`config.mk`:
```
export PLATFORM = sky130hd
export DESIGN_NAME = fpes_sequencer
export DESIGN_NICKNAME = d
export VERILOG_FILES = /design/src/rtl/fpes_pkg.sv /design/src/rtl/fpes_hold_regs.sv /design/src/rtl/fpes_sequencer.sv
export SDC_FILE = /design/constraint.sdc
export NUM_CORES = 1
export LEC_CHECK = 0
export BUFFER_PORTS_ARGS = -buffer_cell sky130_fd_sc_hd__buf_2
export CORE_MARGIN = 8
export CORE_UTILIZATION = 45
export CTS_CLUSTER_SIZE = 40
export DETAILED_ROUTE_END_ITERATION = 12
export PLACE_DENSITY = 0.66
export SKIP_LAST_GASP = 1
export SYNTH_ARGS = -nofsm -noshare
export SYNTH_HDL_FRONTEND = slang
export SYNTH_HIERARCHICAL = 1
export SYNTH_SLANG_ARGS = --single-unit
```
`constraint.sdc`:
```
create_clock -name clock_i -period 2.1 [get_ports clock_i]
set_input_delay 0.42 -clock clock_i [delete_from_list [all_inputs] [get_ports clock_i]]
set_output_delay 0.42 -clock clock_i [all_outputs]
set_load 0.1 [all_outputs]
```
`src/rtl/fpes_pkg.sv`:
```
// Package for the flash program/erase sequencer: operation codes, sizes,
// field layouts and carrier structs.
// Assumes a single 40 MHz clock and a flash array with a 128-bit data path.
package fpes_pkg;

  localparam int unsigned OP_W      = 4;
  localparam int unsigned ADDR_W    = 24;   // Byte address into the array
  localparam int unsigned WORD_W    = 32;
  localparam int unsigned QUAD_W    = 128;
  localparam int unsigned NUM_HOLD  = 4;    // Write-data holding words
  localparam int unsigned HOLD_IDX_W = 2;

  // Operation codes
  localparam logic [3:0] OP_NOP     = 4'h0;
  localparam logic [3:0] OP_WORD    = 4'h1;
  localparam logic [3:0] OP_QUAD    = 4'h2;
  localparam logic [3:0] OP_ROW     = 4'h3;
  localparam logic [3:0] OP_PAGE    = 4'h4;
  localparam logic [3:0] OP_LOWER   = 4'h5;
  localparam logic [3:0] OP_UPPER   = 4'h6;
  localparam logic [3:0] OP_ALL     = 4'h7;
  localparam logic [3:0] OP_RSV_MIN = 4'h8;

  // Row is 2 KB = 512 words; page is 16 KB = 4K words
  localparam int unsigned ROW_BYTES  = 2048;
  localparam int unsigned ROW_WORDS  = 512;
  localparam int unsigned PAGE_BYTES = 16384;
  localparam int unsigned PAGE_WORDS = 4096;
  localparam int unsigned CNT_W      = 13;
  localparam logic [CNT_W-1:0] ROW_QUADS  = 13'h0080; // 512 words / 4
  localparam logic [CNT_W-1:0] PAGE_QUADS = 13'h0400; // 4096 words / 4

  // Address alignment masks
  localparam logic [ADDR_W-1:0] WORD_ALIGN = 24'hFFFFFC;
  localparam logic [ADDR_W-1:0] QUAD_ALIGN = 24'hFFFFF0;
  localparam logic [ADDR_W-1:0] ROW_ALIGN  = 24'hFFF800;
  localparam logic [ADDR_W-1:0] PAGE_ALIGN = 24'hFFC000;
  localparam logic [ADDR_W-1:0] QUAD_STEP  = 24'h000010;
  localparam logic [ADDR_W-1:0] WORD_STEP  = 24'h000004;
  localparam logic [ADDR_W-1:0] HALF_BASE  = 24'h000000;
  localparam logic [ADDR_W-1:0] UPPER_BASE = 24'h800000;

  // Flash array command kinds
  localparam logic [1:0] FCMD_PROG  = 2'h1;
  localparam logic [1:0] FCMD_ERASE = 2'h2;

  // Software control inputs
  typedef struct packed {
    logic                  op_wr;        // Write strobe for the op code
    logic [OP_W-1:0]       op_wdata;
    logic                  permit;       // Flash write permit bit
    logic                  start;        // Launch the stored operation
    logic                  data_wr;      // Holding word write strobe
    logic [HOLD_IDX_W-1:0] data_idx;
    logic [WORD_W-1:0]     data_wdata;
    logic [ADDR_W-1:0]     addr;         // Target flash byte address
  } fpes_ctrl_s;

  // Request to the flash array
  typedef struct packed {
    logic              valid;
    logic [1:0]        kind;
    logic [ADDR_W-1:0] addr;
    logic [QUAD_W-1:0] data;
    logic [3:0]        word_en;          // Word lanes written
    logic [CNT_W-1:0]  length;           // Quad words to erase, 0 = whole
  } fpes_flash_req_s;

endpackage : fpes_pkg

```
`src/rtl/fpes_hold_regs.sv`:
```
// Four 32-bit write-data holding words for program operations.
// Assumes writes come synchronous to clock_i.
`timescale 1ns/100ps
module fpes_hold_regs (
  input  wire logic                               clock_i,
  input  wire logic                               arst_n_i,
  input  wire logic                               wr_i,
  input  wire logic [fpes_pkg::HOLD_IDX_W-1:0]    idx_i,
  input  wire logic [fpes_pkg::WORD_W-1:0]        wdata_i,
  output logic      [fpes_pkg::QUAD_W-1:0]        quad_o
);

  logic [fpes_pkg::WORD_W-1:0] word_q [fpes_pkg::NUM_HOLD];
  logic [fpes_pkg::WORD_W-1:0] word_d [fpes_pkg::NUM_HOLD];

  genvar g;
  generate
    for (g = 0; g < fpes_pkg::NUM_HOLD; g++) begin : g_word
      always_comb begin
        word_d[g] = word_q[g];
        if (wr_i && idx_i == fpes_pkg::HOLD_IDX_W'(g)) begin
          word_d[g] = wdata_i;
        end
      end
      always_ff @(posedge clock_i or negedge arst_n_i) begin
        if (!arst_n_i) begin
          word_q[g] <= 32'h0000_0000;
        end else begin
          word_q[g] <= word_d[g];
        end
      end
      // Word 0 sits in the low lane, which maps to the lowest address
      assign quad_o[g*fpes_pkg::WORD_W +: fpes_pkg::WORD_W] = word_q[g];
    end
  endgenerate

  AST_HOLD_WRITE: assert property (
    @(posedge clock_i) disable iff (!arst_n_i)
    wr_i |=> quad_o[$past(idx_i)*fpes_pkg::WORD_W +: fpes_pkg::WORD_W]
      == $past(wdata_i))
    else $error("Holding word did not take written data");

endmodule // fpes_hold_regs

```
`src/rtl/fpes_sequencer.sv`:
```
// Flash program/erase sequencer top: op code register, holding words and
// the request sequencing toward the flash array.
// Assumes a flash array that takes one request per ready cycle.
`timescale 1ns/100ps
module fpes_sequencer (
  input  wire logic                            clock_i,
  input  wire logic                            arst_n_i,
  input  wire fpes_pkg::fpes_ctrl_s            ctrl_i,
  input  wire logic                            flash_ready_i,
  output fpes_pkg::fpes_flash_req_s            flash_req_o,
  output logic [fpes_pkg::OP_W-1:0]            flash_operation_code_o,
  output logic                                 busy_o,
  output logic                                 op_error_o
);

  typedef enum logic [2:0] {
    ST_IDLE  = 3'b001,
    ST_ISSUE = 3'b010,
    ST_WAIT  = 3'b100
  } fpes_state_e;

  function automatic logic is_row(input logic [3:0] op);
    return op == fpes_pkg::OP_ROW;
  endfunction

  function automatic logic is_valid_op(input logic [3:0] op);
    return op != fpes_pkg::OP_NOP && op < fpes_pkg::OP_RSV_MIN;
  endfunction

  logic [fpes_pkg::QUAD_W-1:0]   quad_data;
  fpes_state_e                   state_q, state_d;
  logic [3:0]                    op_q, op_d;
  logic [fpes_pkg::CNT_W-1:0]    cnt_q, cnt_d;
  logic [fpes_pkg::ADDR_W-1:0]   addr_q, addr_d;
  fpes_pkg::fpes_flash_req_s     req_q, req_d;
  logic                          busy_q, busy_d;
  logic                          err_q, err_d;

  fpes_hold_regs u_hold (
    .clock_i  (clock_i),
    .arst_n_i (arst_n_i),
    .wr_i     (ctrl_i.data_wr && !busy_q),
    .idx_i    (ctrl_i.data_idx),
    .wdata_i  (ctrl_i.data_wdata),
    .quad_o   (quad_data)
  );

  always_comb begin
    state_d = state_q;
    op_d    = op_q;
    cnt_d   = cnt_q;
    addr_d  = addr_q;
    req_d   = req_q;
    busy_d  = busy_q;
    err_d   = err_q;
    // Locking the op code while busy keeps a running sequence coherent
    if (ctrl_i.op_wr && ctrl_i.permit && !busy_q) begin
      op_d = ctrl_i.op_wdata;
    end
    case (state_q)
      ST_IDLE: begin
        if (ctrl_i.start) begin
          err_d = !is_valid_op(op_q) && op_q != fpes_pkg::OP_NOP;
          if (is_valid_op(op_q) && ctrl_i.permit) begin
            busy_d  = 1'b1;
            state_d = ST_ISSUE;
            req_d.word_en = 4'hF;
            req_d.length  = 13'h0001;
            case (op_q)
              fpes_pkg::OP_WORD: begin
                req_d.kind    = fpes_pkg::FCMD_PROG;
                addr_d        = ctrl_i.addr & fpes_pkg::WORD_ALIGN;
                req_d.word_en = 4'h1 << addr_d[3:2];
                cnt_d         = 13'h0001;
              end
              fpes_pkg::OP_QUAD: begin
                req_d.kind = fpes_pkg::FCMD_PROG;
                addr_d     = ctrl_i.addr & fpes_pkg::QUAD_ALIGN;
                cnt_d      = 13'h0001;
              end
              fpes_pkg::OP_ROW: begin
                req_d.kind = fpes_pkg::FCMD_PROG;
                addr_d     = ctrl_i.addr & fpes_pkg::ROW_ALIGN;
                cnt_d      = fpes_pkg::ROW_QUADS;
              end
              fpes_pkg::OP_PAGE: begin
                req_d.kind   = fpes_pkg::FCMD_ERASE;
                addr_d       = ctrl_i.addr & fpes_pkg::PAGE_ALIGN;
                req_d.length = fpes_pkg::PAGE_QUADS;
                cnt_d        = 13'h0001;
              end
              fpes_pkg::OP_LOWER: begin
                req_d.kind   = fpes_pkg::FCMD_ERASE;
                addr_d       = fpes_pkg::HALF_BASE;
                req_d.length = 13'h0000;
                cnt_d        = 13'h0001;
              end
              fpes_pkg::OP_UPPER: begin
                req_d.kind   = fpes_pkg::FCMD_ERASE;
                addr_d       = fpes_pkg::UPPER_BASE;
                req_d.length = 13'h0000;
                cnt_d        = 13'h0001;
              end
              default: begin
                req_d.kind   = fpes_pkg::FCMD_ERASE;
                addr_d       = fpes_pkg::HALF_BASE;
                req_d.length = 13'h0000;
                req_d.word_en = 4'h0;
                cnt_d        = 13'h0001;
              end
            endcase
          end
        end
      end
      ST_ISSUE: begin
        req_d.valid = 1'b1;
        req_d.addr  = addr_q;
        // Single-word program still passes the full lane set; the
        // word enable selects which holding word lands
        req_d.data  = quad_data;
        state_d     = ST_WAIT;
      end
      ST_WAIT: begin
        if (flash_ready_i) begin
          req_d.valid = 1'b0;
          cnt_d       = cnt_q - 13'h0001;
          if (cnt_q == 13'h0001) begin
            busy_d  = 1'b0;
            state_d = ST_IDLE;
          end else begin
            // Row program streams the holding words per quad slot
            addr_d  = addr_q + fpes_pkg::QUAD_STEP;
            state_d = ST_ISSUE;
          end
        end
      end
      default: begin
        state_d = ST_IDLE;
        busy_d  = 1'b0;
        req_d.valid = 1'b0;
      end
    endcase
  end

  always_ff @(posedge clock_i or negedge arst_n_i) begin
    if (!arst_n_i) begin
      state_q <= ST_IDLE;
      op_q    <= 4'h0;
      cnt_q   <= 13'h0000;
      addr_q  <= 24'h000000;
      req_q   <= '0;
      busy_q  <= 1'b0;
      err_q   <= 1'b0;
    end else begin
      state_q <= state_d;
      op_q    <= op_d;
      cnt_q   <= cnt_d;
      addr_q  <= addr_d;
      req_q   <= req_d;
      busy_q  <= busy_d;
      err_q   <= err_d;
    end
  end

  assign flash_req_o            = req_q;
  assign flash_operation_code_o = op_q;
  assign busy_o                 = busy_q;
  assign op_error_o             = err_q;

  AST_OP_PROTECT: assert property (
    @(posedge clock_i) disable iff (!arst_n_i)
    (!ctrl_i.permit || busy_o) |=> $stable(flash_operation_code_o))
    else $error("Op code changed without write permit");

  AST_OP_TAKEN: assert property (
    @(posedge clock_i) disable iff (!arst_n_i)
    (ctrl_i.op_wr && ctrl_i.permit && !busy_o)
      |=> flash_operation_code_o == $past(ctrl_i.op_wdata))
    else $error("Permitted op code write lost");

  AST_NOP_IDLE: assert property (
    @(posedge clock_i) disable iff (!arst_n_i)
    (ctrl_i.start && !busy_o && !is_valid_op(flash_operation_code_o))
      |=> !busy_o)
    else $error("Nop or reserved code started a sequence");

  AST_QUAD_ALIGN: assert property (
    @(posedge clock_i) disable iff (!arst_n_i)
    $rose(flash_req_o.valid) && op_q == fpes_pkg::OP_QUAD
      |-> flash_req_o.addr[3:0] == 4'h0 && flash_req_o.word_en == 4'hF)
    else $error("Quad program not aligned or not full");

  AST_PAGE_LEN: assert property (
    @(posedge clock_i) disable iff (!arst_n_i)
    $rose(flash_req_o.valid) && op_q == fpes_pkg::OP_PAGE
      |-> flash_req_o.length == fpes_pkg::PAGE_QUADS
          && flash_req_o.addr[13:0] == 14'h0000)
    else $error("Page erase wrong size or alignment");

  AST_ROW_ALIGN: assert property (
    @(posedge clock_i) disable iff (!arst_n_i)
    $rose(busy_o) && is_row(op_q) |-> cnt_q == fpes_pkg::ROW_QUADS
      && addr_q[10:0] == 11'h000)
    else $error("Row program wrong length or alignment");

  AST_WORD_KIND: assert property (
    @(posedge clock_i) disable iff (!arst_n_i)
    $rose(busy_o) && op_q == fpes_pkg::OP_WORD
      |-> ##1 flash_req_o.valid && flash_req_o.kind == fpes_pkg::FCMD_PROG
          && $countones(flash_req_o.word_en) == 1)
    else $error("Word program request malformed");

  AST_ERASE_KIND: assert property (
    @(posedge clock_i) disable iff (!arst_n_i)
    $rose(busy_o) && op_q >= fpes_pkg::OP_PAGE
      |-> ##1 flash_req_o.kind == fpes_pkg::FCMD_ERASE)
    else $error("Erase code did not issue erase");

  // A quad must reach the array as one unchanged unit while it waits
  AST_REQ_HOLD: assert property (
    @(posedge clock_i) disable iff (!arst_n_i)
    flash_req_o.valid && !flash_ready_i
      |=> flash_req_o.valid && $stable(flash_req_o.addr)
          && $stable(flash_req_o.data))
    else $error("Request changed before the array took it");

  COV_QUAD: cover property (@(posedge clock_i)
    $rose(busy_o) && op_q == fpes_pkg::OP_QUAD);
  COV_ROW_DONE: cover property (@(posedge clock_i)
    $fell(busy_o) && is_row(op_q));
  COV_DENIED: cover property (@(posedge clock_i)
    ctrl_i.op_wr && !ctrl_i.permit);
  COV_ALL_ERASE: cover property (@(posedge clock_i)
    $rose(busy_o) && op_q == fpes_pkg::OP_ALL);

endmodule // fpes_sequencer

```
==> run summary <==
Post-CTS repair changed the size of 0 cells. Synthesized instance count: 924. The largest individual stage delay along the critical path comes from the cell sky130_fd_sc_hd__buf_2. The insertion delay of the later-clocked pin in the worst-skew pair is 510 ps. The final standard cell utilization of the core is 0.556.

For this run the aggregate overflow at the end of global routing stands at 0. Number of sinks driven by the clock tree: 331. Using the TritonRoute via totals, the vias-per-cell ratio works out to 5.14. The number of antenna diodes was 0. The detailed router's first-iteration violation count was 386; the number of nets in the layout was 1261. After synthesis, the most frequently instantiated cells are 330 x sky130_fd_sc_hd__dfrtp_1, 275 x sky130_fd_sc_hd__mux2_2, 34 x sky130_fd_sc_hd__nor2_1.

The clock arrives with 8.77 ps of skew. The run gives 0 as the number of max-cap violations. Kind of capture point of the worst setup path: an output pin. The maximum level of the CTS H-tree is 2, and the width of the die is 188 µm. The portion of synthesized cell area occupied by the leading cell type came out at 0.620. For the worst setup path, the data arrival time is 1470 ps. In this run the worst path has a maximum fanout of 11. The first global-routing pass estimated 50100 µm of wire. The critical path is of the reg -> out type. The logs give 0.528 GHz for the maximum achievable frequency and 61 for the count of unique library cells instantiated by Yosys.

The row count is 63. The final cycle utilization of the critical path works out to 0.901. The slew at the pin closest to its max-slew limit came out at 551 ps. Sorting the synthesized cells by area gives the leading types as sky130_fd_sc_hd__dfrtp_1 62%, sky130_fd_sc_hd__mux2_2 23%, sky130_fd_sc_hd__buf_2 1.2%. After legalization and detailed placement, the total HPWL measured 21300 µm. The fraction of registers with async set/reset was 1.00; the number of flops mapped to enable cells by yosys was 0. Traced cell by cell, the critical path runs through buf_4 > buf_2. Measured along the y axis, the die boundary spans 188 µm.

TritonCTS built the clock tree. The number of post-CTS setup repair buffers came out at 0. In the post-synthesis netlist, the cell with the most instances is sky130_fd_sc_hd__dfrtp_1. The min-delay analysis places its worst path in the category in -> reg. Count of TritonRoute iterations in the first routing pass: 4. The flow ran to the end, and the final reports show no timing, DRC or antenna violations. The logs give 0 for the count of antenna-violating nets left after detailed routing and 0 for the final number of hold-violating endpoints.

The ratio of cells with drive above 1 in the final layout works out to 0.510. Summing every instance area after synthesis gives 13300 µm². The total wirelength of the detailed-routed design is 30600 µm, and the post-layout minimum cycle time is 1890 ps.

The commonest register cell after synthesis is sky130_fd_sc_hd__dfrtp_1. After detailed routing, the average wire length per cell comes to 19.1 µm. The clock input transition at the sequential cells of the worst setup and hold paths works out to 60 ps.

Averaged over all synthesized cells, the footprint is 14.4 µm². For this run, design rule violations remaining after detail routing come to 0. The final total negative setup slack was 0 ps. 247 I/O pins were placed.

The tools report the final hold slack as 146 ps. The count of state elements after synthesis came out at 331. Relative to the synthesized area, the layout overhead comes to 22.8%. The tree is rooted in a sky130_fd_sc_hd__clkbuf_16. The number of clock buffers added by TritonCTS is 36. The via count of the first global-routing pass was 8890.

The floorplan step defined a die boundary enclosing 35400 µm². In this run the tool buffered the top-level ports with 231 buffer cells. At the end of routability-driven placement, the weighted congestion stood at 0.829. Setup violations remaining at the end of the flow were counted as 0. The worst setup path is launched from a register. The core outline area is 29400 µm², and the initial antenna violation count is 2. The clock passes through at most 3 buffers.

The tools report the count of hold-fix buffers inserted at cts as 1. Setup repair after global routing left no endpoint under its margin. Count of final max-slew check failures: 0. The library cell with the largest summed area after synthesis was sky130_fd_sc_hd__dfrtp_1. Entering global routing, the biggest net connects 64 pins. The run gives 0.622 as the sequential-to-total area share from yosys stat. The headroom to the max-slew limit came out at 0.635.

The initial core utilization came out at 0.453. The overall global routing resource usage was 0.175; the required time reported for the critical path endpoint was 1680 ps. During synthesis, Yosys emitted a total of 6 warnings. On the worst path, the slowest cell contributes a delay of 440 ps. The routed layout has 8266 vias.
## worst max-delay path: cells and delay by family, from the launching register on
| family | cells | cell delay [ps] |
|---|---|---|
| buffers and inverters | 2 | 600 |
| flip-flops | 1 | 360 |
## through the flow
stage	instances	area, µm²	worst slack (ps)
floorplan	936	13400	21.4
global placement	1540	15200	244
detailed placement	1540	15200	224
CTS	1607	16400	176
global route	1607	16400	1.67
finish	1607	16400	207
## cell families after synthesis
kind of cell / count (synthesis) / share of synthesized area
AO/OA/AOI/OAI: 95 / 0.0439
multiplexers: 284 / 0.240
flip-flops: 331 / 0.622
other: 1 / 0.000282
buffers and inverters: 65 / 0.0274
XOR/XNOR: 6 / 0.00395
AND/OR/NAND/NOR: 139 / 0.0597
adder cells (fa/ha/maj): 3 / 0.00282
## state kept, by name, summed over array words and instances (netlist names)
name / count
cnt_q: 13
busy_o: 1
state_q: 3
op_error_o: 1
flash_req_o: 159
u_hold/quad_o: 128
addr_q: 22
flash_operation_code_o: 4
## area by class of cell
type / count / area (µm²)
Clock buffer: 54 / 1040
Fill cell: 2466 / 13000
Sequential cell: 331 / 8290
Clock inverter: 12 / 92.6
Tap cell: 390 / 488
Inverter: 8 / 30.0
Multi-Input combinational cell: 540 / 4730
Timing Repair Buffer: 272 / 1690
## path summary, 6_finish.rpt
| check | from | cells past startpoint | end | slack (ps) |
|---|---|---|---|---|
| min in group asynchronous | arst_n_i | 2 | u_hold/quad_o[89]$_DFFE_PN0P_ | 390 |
| worst max-delay path | flash_operation_code_o[1]$_DFFE_PN0P_ | 2 | flash_operation_code_o[1] | 210 |
| worst min register to register | addr_q[3]$_DFFE_PN0P_ | 2 | addr_q[3]$_DFFE_PN0P_ | 480 |
| worst max register to register | state_q[0]$_DFFE_PN1P_ | 6 | flash_req_o[16]$_DFFE_PN0P_ | 220 |
| worst min-delay path | ctrl_i[61] | 2 | flash_operation_code_o[0]$_DFFE_PN0P_ | 150 |
| max in group asynchronous | arst_n_i | 3 | u_hold/quad_o[14]$_DFFE_PN0P_ | 1000 |
## layout by cell type (no fill, tap or decap), types with 11 or more instances in the layout
cell type / n
sky130_fd_sc_hd__buf_2: 230
sky130_fd_sc_hd__o21ai_0: 28
sky130_fd_sc_hd__dfrtp_1: 326
sky130_fd_sc_hd__nor2_1: 33
sky130_fd_sc_hd__a21oi_1: 28
sky130_fd_sc_hd__conb_1: 13
sky130_fd_sc_hd__mux2_2: 275
sky130_fd_sc_hd__clkbuf_16: 36
sky130_fd_sc_hd__buf_12: 17
sky130_fd_sc_hd__clkbuf_1: 11
sky130_fd_sc_hd__buf_4: 23
sky130_fd_sc_hd__nand2_1: 29
## layer usage
metal / vias up / track usage / part of all wire
li1: 3831 / - / -
met1: 4189 / 0.220 / 0.42
met4: 4 / 0.0503 / 0.021
met5: - / 0 / 0.00075
met2: 191 / 0.288 / 0.49
met3: 51 / 0.0516 / 0.066
Power is left out: the tool's default activity adds up to more than one toggle a clock period on the data nets, which glitch-free logic cannot reach.
